==> config.mk <==
export PLATFORM = sky130hd
export DESIGN_NAME = swgc_regs
export DESIGN_NICKNAME = d
export VERILOG_FILES = /design/src/common/swgc_pkg.sv /design/src/rtl/swgc_frm_chk.sv /design/src/rtl/swgc_regs.sv
export SDC_FILE = /design/constraint.sdc
export NUM_CORES = 1
export LEC_CHECK = 0
export BUFFER_PORTS_ARGS = -buffer_cell sky130_fd_sc_hd__buf_2
export CAP_MARGIN = 20
export CORE_AREA = 3 3 96 98
export CTS_BUF_LIST = sky130_fd_sc_hd__clkbuf_8 sky130_fd_sc_hd__clkbuf_16
export CTS_CLUSTER_SIZE = 24
export DETAILED_ROUTE_END_ITERATION = 10
export DIE_AREA = 0 0 99 101
export PLACE_DENSITY = 0.79
export SLEW_MARGIN = 30
export SYNTH_ARGS = -nofsm -noshare
export SYNTH_HDL_FRONTEND = slang
export SYNTH_HIERARCHICAL = 1
export SYNTH_SLANG_ARGS = --single-unit
==> constraint.sdc <==
create_clock -name i_clk -period 3.7 [get_ports i_clk]
set_clock_uncertainty 0.15 [all_clocks]
set_input_delay 0.74 -clock i_clk [delete_from_list [all_inputs] [get_ports i_clk]]
set_output_delay 0.74 -clock i_clk [all_outputs]
set_load 0.01 [all_outputs]
==> src/common/swgc_pkg.sv <==
// Purpose: Constants for the two global switch control registers.
// Assumes: 25 MHz core clock; byte-wide management register port.
// Notes: Offsets are the byte addresses of the management port.
// How it works
// - Pass-all forwards every frame, errored included.
// - Pass-all acts only with sniffer mode active.
// - Control 1 bit 6 enables host-port tail tag.
// - Bit 5 clear: never emit PAUSE frames.
// - Bit 4 clear: ignore every received PAUSE.
// - Bit 3: drop length-field mismatches below 1500.
// - Control 1 bit 2 turns table aging on.
// - Control 1 bit 1 selects 800us fast aging.
// - Control 1 bit 0 selects aggressive back-off.
// - Control 2 bit 7 blocks all VLAN crossings.
// - Mirroring unavailable while VLAN discard clear.
// - Bit 6 clear: storm limit includes DA[40].
// - Bit 5 selects carrier-sense or collision backpressure.
// - Bit 4: fair drop, else throttle flow port.
// - Bit 3 clear: drop after 16 collisions.
// - Bit 2 accepts up to 1916 bytes, overriding.
// - Bit 1: 1522/1518 limit, else 1536.
package swgc_pkg;
  localparam logic [7:0] GC1_OFF = 8'h03;
  localparam logic [7:0] GC2_OFF = 8'h04;
  localparam logic [7:0] GC1_RST = 8'h38;
  localparam logic [7:0] GC2_RST = 8'hF0;
  localparam int GC1_PASS_ALL = 7;
  localparam int GC1_TAIL_TAG = 6;
  localparam int GC1_TX_FC = 5;
  localparam int GC1_RX_FC = 4;
  localparam int GC1_LEN_CHK = 3;
  localparam int GC1_AGING = 2;
  localparam int GC1_FAST_AGE = 1;
  localparam int GC1_AGGR_BO = 0;
  localparam int GC2_VLAN_DISC = 7;
  localparam int GC2_MC_STORM_OFF = 6;
  localparam int GC2_BP_CS = 5;
  localparam int GC2_FAIR = 4;
  localparam int GC2_NO_XCOL_DROP = 3;
  localparam int GC2_HUGE = 2;
  localparam int GC2_LEGAL_MAX = 1;
  localparam int DA_MC_BIT = 40;
  localparam logic [10:0] HUGE_MAX = 11'h77C;
  localparam logic [10:0] STD_MAX = 11'h600;
  localparam logic [10:0] TAG_MAX = 11'h5F2;
  localparam logic [10:0] UNTAG_MAX = 11'h5EE;
  localparam logic [15:0] LEN_TYPE_LIM = 16'h05DC;
  localparam logic [4:0] COLL_LIM = 5'h10;
  localparam int CLK_PERIOD_NS = 40;
  localparam int FAST_AGE_NS = 800000;
  localparam int NORM_AGE_S = 200;
  localparam int AGE_CNT_W = 33;
  // Fast period divides evenly by the clock period, so the count is exact.
  localparam logic [32:0] FAST_AGE_CYC = 33'(FAST_AGE_NS / CLK_PERIOD_NS);
  localparam logic [32:0] NORM_AGE_CYC = 33'((64'(NORM_AGE_S) * 64'h3B9ACA00) / 64'(CLK_PERIOD_NS));
endpackage

==> src/rtl/swgc_frm_chk.sv <==
// Purpose: Per-frame size and length-field acceptance check.
// Assumes: Frame summary arrives as one strobe on the core clock.
// Notes: Verdict is registered one cycle after the strobe.
module swgc_frm_chk (
  input wire logic i_clk,
  input wire logic i_rst_n,
  input wire logic i_ce,
  input wire logic i_huge,
  input wire logic i_legal_max,
  input wire logic i_len_chk,
  input wire logic i_frm_vld,
  input wire logic [10:0] i_frm_len,
  input wire logic i_frm_tagged,
  input wire logic [15:0] i_len_type,
  input wire logic [10:0] i_payload_len,
  output logic o_drop,
  output logic o_done
);
  // Size limit: the huge setting overrides the legal-size check.
  wire logic [10:0] legal_lim = i_frm_tagged ? swgc_pkg::TAG_MAX : swgc_pkg::UNTAG_MAX;
  wire logic [10:0] std_lim = i_legal_max ? legal_lim : swgc_pkg::STD_MAX;
  wire logic [10:0] limit = i_huge ? swgc_pkg::HUGE_MAX : std_lim;
  wire logic size_bad = i_frm_len > limit;
  // Only length-coded frames are checked; type-coded ones pass.
  wire logic len_bad = i_len_chk && (i_len_type < swgc_pkg::LEN_TYPE_LIM)
    && (i_len_type != {5'h00, i_payload_len});

  // Verdict register.
  always_ff @(posedge i_clk) begin
    if (!i_rst_n) begin
      o_drop <= 1'b0;
      o_done <= 1'b0;
    end else if (i_ce) begin
      o_done <= i_frm_vld;
      o_drop <= i_frm_vld && (size_bad || len_bad);
    end
  end

  size_lim_a: assert property (@(posedge i_clk) disable iff (!i_rst_n)
    i_ce && i_frm_vld && i_huge && i_frm_len <= swgc_pkg::HUGE_MAX
      && !len_bad |=> !o_drop)
    else $error("Huge frame within limit was dropped");
  legal_lim_a: assert property (@(posedge i_clk) disable iff (!i_rst_n)
    i_ce && i_frm_vld && !i_huge && i_legal_max && !i_frm_tagged
      && i_frm_len > swgc_pkg::UNTAG_MAX |=> o_drop)
    else $error("Oversize untagged frame passed");
  len_field_a: assert property (@(posedge i_clk) disable iff (!i_rst_n)
    i_ce && i_frm_vld && !i_len_chk && !size_bad |=> !o_drop)
    else $error("Frame dropped with length check off");
  huge_cov_c: cover property (@(posedge i_clk) disable iff (!i_rst_n)
    i_ce && i_frm_vld && i_huge && i_frm_len > swgc_pkg::STD_MAX ##1 !o_drop);
endmodule

==> src/rtl/swgc_regs.sv <==
// Purpose: Global frame, flow, VLAN, storm and size control registers.
// Assumes: Register port and event inputs are on the core clock.
// Notes: Each decision output lags its event input by one cycle.
module swgc_regs #(
  parameter logic [32:0] FAST_AGE_CYC = swgc_pkg::FAST_AGE_CYC,
  parameter logic [32:0] NORM_AGE_CYC = swgc_pkg::NORM_AGE_CYC
) (
  input wire logic i_clk,
  input wire logic i_rst_n,
  input wire logic i_ce,
  input wire logic [7:0] i_reg_addr,
  input wire logic i_reg_wr,
  input wire logic i_reg_rd,
  input wire logic [7:0] i_reg_wdata,
  output logic [7:0] o_reg_rdata,
  input wire logic i_sniff_on,
  input wire logic i_mirror_req,
  input wire logic i_pause_req,
  input wire logic i_pause_rx,
  input wire logic i_da_vld,
  input wire logic [47:0] i_da,
  input wire logic i_xvlan,
  input wire logic i_known_uc,
  input wire logic i_fc_conflict,
  input wire logic i_src_fc,
  input wire logic i_coll_vld,
  input wire logic [4:0] i_coll_cnt,
  input wire logic i_frm_vld,
  input wire logic [10:0] i_frm_len,
  input wire logic i_frm_tagged,
  input wire logic [15:0] i_len_type,
  input wire logic [10:0] i_payload_len,
  output logic o_pass_all,
  output logic o_tail_tag,
  output logic o_aggr_backoff,
  output logic o_cs_backpressure,
  output logic o_aging_on,
  output logic o_fast_age,
  output logic o_age_tick,
  output logic o_pause_tx,
  output logic o_pause_honor,
  output logic o_mirror_en,
  output logic o_storm_hit,
  output logic o_vlan_block,
  output logic o_fair_drop,
  output logic o_throttle,
  output logic o_coll_drop,
  output logic o_frm_drop,
  output logic o_frm_done
);
  logic [7:0] gc1_r;
  logic [7:0] gc2_r;
  logic [32:0] age_cnt_r;
  logic [32:0] age_cnt_nxt;

  // Address decode of the two registers.
  wire logic hit_gc1 = i_reg_addr == swgc_pkg::GC1_OFF;
  wire logic hit_gc2 = i_reg_addr == swgc_pkg::GC2_OFF;
  wire logic wr_gc1 = i_reg_wr && hit_gc1;
  wire logic wr_gc2 = i_reg_wr && hit_gc2;
  wire logic [7:0] rd_sel;
  assign rd_sel = hit_gc1 ? gc1_r : (hit_gc2 ? gc2_r : 8'h00);

  // Named views of the control fields.
  wire logic pass_all = gc1_r[swgc_pkg::GC1_PASS_ALL];
  wire logic tx_fc = gc1_r[swgc_pkg::GC1_TX_FC];
  wire logic rx_fc = gc1_r[swgc_pkg::GC1_RX_FC];
  wire logic aging = gc1_r[swgc_pkg::GC1_AGING];
  wire logic fast_age = gc1_r[swgc_pkg::GC1_FAST_AGE];
  wire logic vlan_disc = gc2_r[swgc_pkg::GC2_VLAN_DISC];
  wire logic mc_storm_off = gc2_r[swgc_pkg::GC2_MC_STORM_OFF];
  wire logic fair = gc2_r[swgc_pkg::GC2_FAIR];
  wire logic no_xcol_drop = gc2_r[swgc_pkg::GC2_NO_XCOL_DROP];

  // Broadcast storm scope; multicast joins only when enabled.
  wire logic da_bcast = &i_da;
  wire logic storm_nxt = i_da_vld && (da_bcast || (!mc_storm_off && i_da[swgc_pkg::DA_MC_BIT]));

  // Port-VLAN boundary: known unicast may cross only when discard is off.
  wire logic vlan_block_nxt = i_xvlan && (vlan_disc || !i_known_uc);

  // Mirroring relies on VLAN discard being set.
  wire logic mirror_nxt = i_mirror_req && vlan_disc;

  // Debug pass-all is gated by sniffer mode so it cannot leak errored frames.
  wire logic pass_all_nxt = pass_all && i_sniff_on;

  // Flow control in each direction.
  wire logic pause_tx_nxt = i_pause_req && tx_fc;
  wire logic pause_honor_nxt = i_pause_rx && rx_fc;

  // Fair mode drops from the non-flow port; otherwise the flow port waits.
  wire logic fair_drop_nxt = i_fc_conflict && fair && !i_src_fc;
  wire logic throttle_nxt = i_fc_conflict && !fair && i_src_fc;

  // Excessive collisions drop the frame unless retry-forever is chosen.
  wire logic coll_drop_nxt = i_coll_vld && !no_xcol_drop && (i_coll_cnt >= swgc_pkg::COLL_LIM);

  // Aging period select; the counter clears and holds at zero while aging is off.
  wire logic [32:0] age_period = fast_age ? FAST_AGE_CYC : NORM_AGE_CYC;
  wire logic age_wrap = age_cnt_r >= (age_period - 33'h000000001);
  assign age_cnt_nxt = (!aging || age_wrap) ? 33'h000000000 : age_cnt_r + 33'h000000001;

  // Register storage; the reserved bit is kept as written.
  always_ff @(posedge i_clk) begin
    if (!i_rst_n) begin
      gc1_r <= swgc_pkg::GC1_RST;
      gc2_r <= swgc_pkg::GC2_RST;
    end else if (i_ce) begin
      if (wr_gc1) begin
        gc1_r <= i_reg_wdata;
      end
      if (wr_gc2) begin
        gc2_r <= i_reg_wdata;
      end
    end
  end

  // Read data; a read in the cycle of a write returns the old value.
  always_ff @(posedge i_clk) begin
    if (!i_rst_n) begin
      o_reg_rdata <= 8'h00;
    end else if (i_ce && i_reg_rd) begin
      o_reg_rdata <= rd_sel;
    end
  end

  // Static control outputs follow the stored fields.
  always_ff @(posedge i_clk) begin
    if (!i_rst_n) begin
      o_tail_tag <= 1'b0;
      o_aggr_backoff <= 1'b0;
      o_cs_backpressure <= 1'b1;
      o_aging_on <= 1'b0;
      o_fast_age <= 1'b0;
    end else if (i_ce) begin
      o_tail_tag <= gc1_r[swgc_pkg::GC1_TAIL_TAG];
      o_aggr_backoff <= gc1_r[swgc_pkg::GC1_AGGR_BO];
      o_cs_backpressure <= gc2_r[swgc_pkg::GC2_BP_CS];
      o_aging_on <= aging;
      o_fast_age <= fast_age;
    end
  end

  // Aging counter and its tick.
  always_ff @(posedge i_clk) begin
    if (!i_rst_n) begin
      age_cnt_r <= 33'h000000000;
      o_age_tick <= 1'b0;
    end else if (i_ce) begin
      age_cnt_r <= age_cnt_nxt;
      o_age_tick <= aging && age_wrap;
    end
  end

  // Per-event decisions, one cycle after the event.
  always_ff @(posedge i_clk) begin
    if (!i_rst_n) begin
      o_pass_all <= 1'b0;
      o_pause_tx <= 1'b0;
      o_pause_honor <= 1'b0;
      o_mirror_en <= 1'b0;
      o_storm_hit <= 1'b0;
      o_vlan_block <= 1'b0;
      o_fair_drop <= 1'b0;
      o_throttle <= 1'b0;
      o_coll_drop <= 1'b0;
    end else if (i_ce) begin
      o_pass_all <= pass_all_nxt;
      o_pause_tx <= pause_tx_nxt;
      o_pause_honor <= pause_honor_nxt;
      o_mirror_en <= mirror_nxt;
      o_storm_hit <= storm_nxt;
      o_vlan_block <= vlan_block_nxt;
      o_fair_drop <= fair_drop_nxt;
      o_throttle <= throttle_nxt;
      o_coll_drop <= coll_drop_nxt;
    end
  end

  // Frame size and length-field verdict.
  swgc_frm_chk u_frm_chk (
    .i_clk(i_clk),
    .i_rst_n(i_rst_n),
    .i_ce(i_ce),
    .i_huge(gc2_r[swgc_pkg::GC2_HUGE]),
    .i_legal_max(gc2_r[swgc_pkg::GC2_LEGAL_MAX]),
    .i_len_chk(gc1_r[swgc_pkg::GC1_LEN_CHK]),
    .i_frm_vld(i_frm_vld),
    .i_frm_len(i_frm_len),
    .i_frm_tagged(i_frm_tagged),
    .i_len_type(i_len_type),
    .i_payload_len(i_payload_len),
    .o_drop(o_frm_drop),
    .o_done(o_frm_done)
  );

  // Checks tie outputs to the register write or event behind them; o_aging_on, o_fast_age and o_frm_done have none.
  reset_dflt_a: assert property (@(posedge i_clk)
    $past(!i_rst_n) |-> gc1_r == swgc_pkg::GC1_RST && gc2_r == swgc_pkg::GC2_RST)
    else $error("Registers not at defaults after reset");
  read_back_a: assert property (@(posedge i_clk) disable iff (!i_rst_n)
    i_ce && wr_gc2 ##1 i_ce && i_reg_rd && hit_gc2 && !i_reg_wr |=> o_reg_rdata == $past(i_reg_wdata, 2))
    else $error("Read did not return written value");
  pass_all_a: assert property (@(posedge i_clk) disable iff (!i_rst_n)
    i_ce && pass_all && i_sniff_on |=> o_pass_all)
    else $error("Pass-all not active with sniffer on");
  pass_sniff_a: assert property (@(posedge i_clk) disable iff (!i_rst_n)
    i_ce && !i_sniff_on |=> !o_pass_all)
    else $error("Pass-all active without sniffer");
  tail_tag_a: assert property (@(posedge i_clk) disable iff (!i_rst_n)
    i_ce && wr_gc1 ##1 i_ce && !wr_gc1 |=> o_tail_tag == $past(i_reg_wdata[6], 2))
    else $error("Tail tag does not follow write");
  pause_tx_a: assert property (@(posedge i_clk) disable iff (!i_rst_n)
    i_ce && !tx_fc |=> !o_pause_tx)
    else $error("PAUSE sent with transmit flow control off");
  pause_rx_a: assert property (@(posedge i_clk) disable iff (!i_rst_n)
    i_ce && i_pause_rx |=> o_pause_honor == $past(rx_fc))
    else $error("Received PAUSE handling wrong");
  aging_off_a: assert property (@(posedge i_clk) disable iff (!i_rst_n)
    i_ce && !aging |=> !o_age_tick && age_cnt_r == 33'h000000000)
    else $error("Aging tick while aging off");
  fast_bound_a: assert property (@(posedge i_clk) disable iff (!i_rst_n)
    i_ce && aging && fast_age |=> age_cnt_r < FAST_AGE_CYC)
    else $error("Fast aging counter beyond period");
  backoff_a: assert property (@(posedge i_clk) disable iff (!i_rst_n)
    i_ce && wr_gc1 ##1 i_ce && !wr_gc1 |=> o_aggr_backoff == $past(i_reg_wdata[0], 2))
    else $error("Back-off select does not follow write");
  vlan_cross_a: assert property (@(posedge i_clk) disable iff (!i_rst_n)
    i_ce && i_xvlan && i_known_uc |=> o_vlan_block == $past(vlan_disc))
    else $error("Known unicast VLAN crossing wrong");
  mirror_off_a: assert property (@(posedge i_clk) disable iff (!i_rst_n)
    i_ce && !vlan_disc |=> !o_mirror_en)
    else $error("Mirroring with VLAN discard clear");
  storm_mc_a: assert property (@(posedge i_clk) disable iff (!i_rst_n)
    i_ce && i_da_vld && !da_bcast && i_da[swgc_pkg::DA_MC_BIT] |=> o_storm_hit == !$past(mc_storm_off))
    else $error("Multicast storm scope wrong");
  bp_mode_a: assert property (@(posedge i_clk) disable iff (!i_rst_n)
    i_ce && wr_gc2 ##1 i_ce && !wr_gc2 |=> o_cs_backpressure == $past(i_reg_wdata[5], 2))
    else $error("Backpressure mode does not follow write");
  fair_mode_a: assert property (@(posedge i_clk) disable iff (!i_rst_n)
    i_ce && i_fc_conflict && i_src_fc && !fair |=> o_throttle && !o_fair_drop)
    else $error("Flow port not throttled in unfair mode");
  coll_drop_a: assert property (@(posedge i_clk) disable iff (!i_rst_n)
    i_ce && i_coll_vld && i_coll_cnt == swgc_pkg::COLL_LIM |=> o_coll_drop == !$past(no_xcol_drop))
    else $error("Sixteen-collision drop wrong");

  pass_all_c: cover property (@(posedge i_clk) disable iff (!i_rst_n) i_ce && wr_gc1 ##2 o_pass_all);
  age_tick_c: cover property (@(posedge i_clk) disable iff (!i_rst_n) o_fast_age && o_age_tick);
  coll_retry_c: cover property (@(posedge i_clk) disable iff (!i_rst_n)
    i_ce && i_coll_vld && i_coll_cnt == swgc_pkg::COLL_LIM && no_xcol_drop);
  storm_mc_c: cover property (@(posedge i_clk) disable iff (!i_rst_n) i_ce && storm_nxt && !da_bcast);
endmodule

=== After elaboration in Yosys (flattened, before gate mapping) ===
Index checks and enable logic that the tools add are counted.

* Equal/unequal tests: 3
* Magnitude comparators: 4
* Reductions and logical operators: 33
* Add/sub/neg operators: 2
* Multiplexer cells: 7

{| class="wikitable"
|+ Operators with widths
! operator !! number
|-
| $mux W33 || 2
|-
| $reduce_and A48 Y1 || 1
|-
| $add A33 B1 Y33 const B || 1
|-
| $ge A33 B33 Y1 || 1
|-
| $sub A33 B1 Y33 const B || 1
|-
| $mux W11 || 2
|-
| $logic_and A1 B1 Y1 || 20
|-
| $lt A16 B11 Y1 const B || 1
|-
| $mux W8 || 2
|-
| $ne A16 B11 Y1 || 1
|-
| $gt A11 B11 Y1 || 1
|-
| $eq A8 B2 Y1 const B || 1
|-
| $eq A8 B3 Y1 const B || 1
|-
| $logic_not A1 Y1 || 6
|-
| $ge A5 B5 Y1 const B || 1
|-
| $mux W5 || 1
|-
| $logic_or A1 B1 Y1 || 4
|-
| $reduce_and A2 Y1 || 2
|}

* Flip-flop bits (word level): 74
* Output and inout bits: 25
* Logic and storage cells: 70
* Bits of input ports: 124

=== Longest topological paths before layout ===
* Depth in word-level cells: 6
* Mapped depth: 10
* Depth with buffers taken out: 8

=== Modules after synthesis ===
The synthesis kept the hierarchy.

{| class="wikitable"
|+ Modules (own cells, without submodules)
! module !! area each (um^2) !! instances !! cells each !! sequential area each (um^2)
|-
| swgc_regs || 3747.3 || 1 || 426 || 1441.4
|-
| swgc_frm_chk || 479.2 || 1 || 60 || 40.0
|}

=== Worst setup path after synthesis ===
Ideal clock, no wire load.

* Kind: flip-flop to flip-flop
* From: register gc1_r[1]
* To: register age_cnt_r[21]
* Setup slack: 1099 ps
* Arrival: 2371 ps
* Library setup time: 80 ps
* Period minus slack after synthesis: 2601 ps
* Stages on the path, launching flop included: 11
* Data required time: 3470 ps
* Buffers on the path: 2
* Path through: dfxtp_1 -> inv_1 -> ha_1 -> a21oi_1 -> nor3_1 -> nor4_1 -> a2111oi_4 -> o21a_1 -> buf_6 -> buf_12 -> nor3b_1

* Longest elaborated chain between the ends: 5

{| class="wikitable"
|+ RTL lines
! item !! line !! text
|-
| start, declared || swgc_regs.sv:51 || <nowiki>logic [7:0] gc1_r;</nowiki>
|-
| start signal, assigned || swgc_regs.sv:107 || <nowiki>gc1_r <= swgc_pkg::GC1_RST;</nowiki>
|-
| start signal, assigned || swgc_regs.sv:111 || <nowiki>gc1_r <= i_reg_wdata;</nowiki>
|-
| $mux W33 || swgc_regs.sv:100 || <nowiki>wire logic [32:0] age_period = fast_age ? FAST_AGE_CYC : NORM_AGE_CYC;</nowiki>
|-
| $sub A33 B1 Y33 || swgc_regs.sv:101 || <nowiki>wire logic age_wrap = age_cnt_r >= (age_period - 33'h000000001);</nowiki>
|-
| $ge A33 B33 Y1 || swgc_regs.sv:101 ||
|-
| $logic_or A1 B1 Y1 || swgc_regs.sv:102 || <nowiki>assign age_cnt_nxt = (!aging || age_wrap) ? 33'h000000000 : age_cnt_r + 33'h000000001;</nowiki>
|-
| $mux W33 || swgc_regs.sv:102 ||
|-
| end signal, assigned || swgc_regs.sv:151 || <nowiki>age_cnt_r <= age_cnt_nxt;</nowiki>
|-
| end, declared || swgc_regs.sv:53 || <nowiki>logic [32:0] age_cnt_r;</nowiki>
|}

Every way passes these cells.
A chain may end at the register's enable or synchronous reset.

=== Final worst setup path ===
* From: register gc1_r[1]
* To: register age_cnt_r[28]

Same word-level chain as after synthesis.

==> impl_metrics.ini <==
[clock_network]
clk_root_buffer_cell = sky130_fd_sc_hd__clkbuf_8
clk_path_buf_depth = 2
cts_post_setup_buffers_inserted = 0
cts_hold_buffers = 0
total_cts_buffers = 9
clk_latency_ns = 0.34
tritoncts_clock_tree = built
number_of_h_tree_branching_levels = 3
clkSlewWorstSetupHoldPaths_ns = 0.08
clock-sinks = 74
cts_resized = 0

[global_route]
grt_pass1_vias = 3951
gr_ovfl_total = 0
grt_max_degree = 49
antenna_found_initial = 0
first_pass_grt_wire_length_mm = 18.34
gr-usage-all-layers_pct = 22.49

[cells_and_area]
synthToLayoutAreaGrowth_pct = 23.51
final_stage_net_count = 778
final_cell_mix = 144 x sky130_fd_sc_hd__buf_2, 75 x sky130_fd_sc_hd__nand2_1, 74 x sky130_fd_sc_hd__dfxtp_1
final_common_cell = sky130_fd_sc_hd__buf_2
antenna_cells_inserted = 0
post_layout_nonfiller_instances = 741
layout.core_utilization_pct = 61.05
drive_above_1_share_pct = 27.96

[synthesis]
ys_dominant_reg_cell = sky130_fd_sc_hd__dfxtp_1
dominant_combinational_cell_family_by_area_after_synthesis = simple AND/OR/NAND/NOR gates
synth-compound-area-share_pct = 14.06
share_of_synthesized_cell_area_in_full_adder_half_adder_and_majority_cells_pct = 7.697
synth.yosys.warnings = 6
ys_ff_latch = 74
synthesis.area_sq_um = 4227
post_synth.cell_area_avg_sq_um = 8.697
synth_top_area_share_pct = 35.05
synth-async-reset-ratio_pct = 0
ys_top_cells_by_area = sky130_fd_sc_hd__dfxtp_1 35%, sky130_fd_sc_hd__ha_1 7.7%, sky130_fd_sc_hd__nand2_1 6.7%
mappedNetlistNets = 636
post_synth_inst_count = 486
synth-simple-area-share_pct = 29.87
synth-edff-count = 0
yosysSeqAreaShare_pct = 35.05
synthXorXnorAreaFrac_pct = 7.874
synth_top_cell_by_area = sky130_fd_sc_hd__dfxtp_1
synthDistinctLibCells = 54
synth_mux_area_share_pct = 1.421

[power]
power.static_leakage_uw = 0.002198
power-per-cell-area_nw_per_um2 = 310.6
vdd_ir_drop_max_v = 0.0001676

[worst_setup_path]
timing.critical_path.arrival_ns = 2.98
cpMostUsedCell = sky130_fd_sc_hd__buf_4
critical_path_capture_point_type = register
timing.critical_path.buf_inv = 2
path_cells = buf_4, ha_1, nand2_1, or4_1, a2111oi_4, o21a_1, buf_4, nor3b_1
timing.critical_path.max_delay_family = flip-flops
critical-path-max-stage-delay_ns = 0.67
critical_path.slowest_cell = sky130_fd_sc_hd__dfxtp_1
crit_path_launch_type = register
critPathKind = register to register
crit_required_ns = 3.78
crit_path_max_fanout = 15

[sta]
finalWorstSetupSlack_ns = 0.8032
final_critical_path_share_of_the_clock_period_pct = 78.29
report.final.setup_viol = 0
period_needed_ns = 2.897
drv_slew = 0
rsz0062_at_grt = false
final_setup_tns_ns = 0
hold_viol_final = 0
slew_headroom_pct = 54.42
tightest_pin_transition_ns = 0.6800
max_freq_ghz = 0.3452

[floorplan]
die_h_um = 101
die_width_um = 99
io_pins = 149
rows = 34
floorplan.core_area_sq_um = 8551
design.die.area_sq_um = 9999
initial_utilization_pct = 49.43

[detailed_routing]
wl_per_cell_um = 15.30
detail-route-antenna-nets = 0
first_iter_violations = 162
remaining_drc_errors = 0
viasPerCell = 5.560
detail_route.first_pass.iterations = 5
via_count_of_the_routed_design = 4120
route.final.wire_length_mm = 11.34

[place]
io_buffer_count = 144
weighted_congestion_reported_at_the_end_of_routability_driven_placement = 0.8996
place_hpwl_mm = 8.622
pre_cts_ws_ns = 0.7390
dpl.cell_count = 725

[min_path]
holdCritPathClass = register to register

[job]
max_cap_violations = 0

[outcome]
outcome = completed
==> worst min-delay path: stages (launching register included) <==
cell and delay, ns:
sky130_fd_sc_hd__dfxtp_1 0.32, sky130_fd_sc_hd__nand2_1 0.05, sky130_fd_sc_hd__a21boi_0 0.06
==> layer usage <==
| layer | share of wire (%) | GRT usage, % |
|---|---|---|
| met5 | 0 | 0 |
| met4 | 1.6 | 7.563 |
| met3 | 6.6 | 4.014 |
| met1 | 42 | 28.17 |
| met2 | 49 | 39.05 |
==> kinds of logic after synthesis <==
kind of cell,after synthesis
simple gates,228
compound gates,80
flops,74
xor+xnor,38
buf+inv,34
fa+ha+maj,26
mux,6
==> synth_stat cells, types with 3 or more instances <==
master,instances
sky130_fd_sc_hd__nand3_1,26
sky130_fd_sc_hd__xnor2_1,23
sky130_fd_sc_hd__a21boi_0,16
sky130_fd_sc_hd__inv_1,14
sky130_fd_sc_hd__mux2i_1,6
sky130_fd_sc_hd__nor4_1,8
sky130_fd_sc_hd__nor3b_1,27
sky130_fd_sc_hd__o21a_1,3
sky130_fd_sc_hd__o211a_1,8
sky130_fd_sc_hd__nand4_1,25
sky130_fd_sc_hd__a31o_2,3
sky130_fd_sc_hd__o21ai_0,7
sky130_fd_sc_hd__nand4b_1,6
sky130_fd_sc_hd__ha_1,26
sky130_fd_sc_hd__a21oi_1,13
sky130_fd_sc_hd__nor2_1,17
sky130_fd_sc_hd__nor3_1,9
sky130_fd_sc_hd__nand2_1,75
sky130_fd_sc_hd__dfxtp_1,74
sky130_fd_sc_hd__clkbuf_1,14
sky130_fd_sc_hd__a31oi_1,3
sky130_fd_sc_hd__and3_1,5
sky130_fd_sc_hd__and2_1,4
sky130_fd_sc_hd__and4_1,3
sky130_fd_sc_hd__o211ai_1,3
sky130_fd_sc_hd__a211oi_1,6
sky130_fd_sc_hd__xor2_1,15
sky130_fd_sc_hd__a22oi_1,8
sky130_fd_sc_hd__nor2b_1,8
==> final timing paths <==
check                           cells after the start             to  slack [ns]     start
worst max register to register                      8  age_cnt_r[28]        0.80  gc1_r[1]
worst min-delay path                                2       gc2_r[0]        0.32  gc2_r[0]
worst min register to register                      2       gc2_r[0]        0.32  gc2_r[0]
worst max-delay path                                8  age_cnt_r[28]        0.80  gc1_r[1]
==> power breakdown <==
group	switching, uW	internal, uW	total (uW)
logic	84.2	86.4	171
registers	4.35	805	809
clock network	310	331	642
==> state kept, by name, indices dropped and copies added, names as in the netlist, 8 cells and up <==
name	cells
gc1_r	8
age_cnt_r	33
gc2_r	8
o_reg_rdata	8
==> layout make-up <==
class,instances,area [sq um]
sequential,74,1481
inverter,14,52.55
clock buffer,10,137.6
multi-input combinational,378,2575
tap,108,135.1
clock inverter,6,65.06
fill,743,3331
timing repair buffer,151,773.2
==> metrics by stage <==
stage               hold WS (ns)  area (sq um)  power (uW)
floorplan                 0.2939          4227       904.3
global placement          0.3028          5017       992.9
detailed placement        0.3095          5017       998.0
CTS                       0.3201          5220        1633
global route              0.3483          5220        1684
finish                    0.3169          5220        1621
Power figures use the tool's default switching activity.
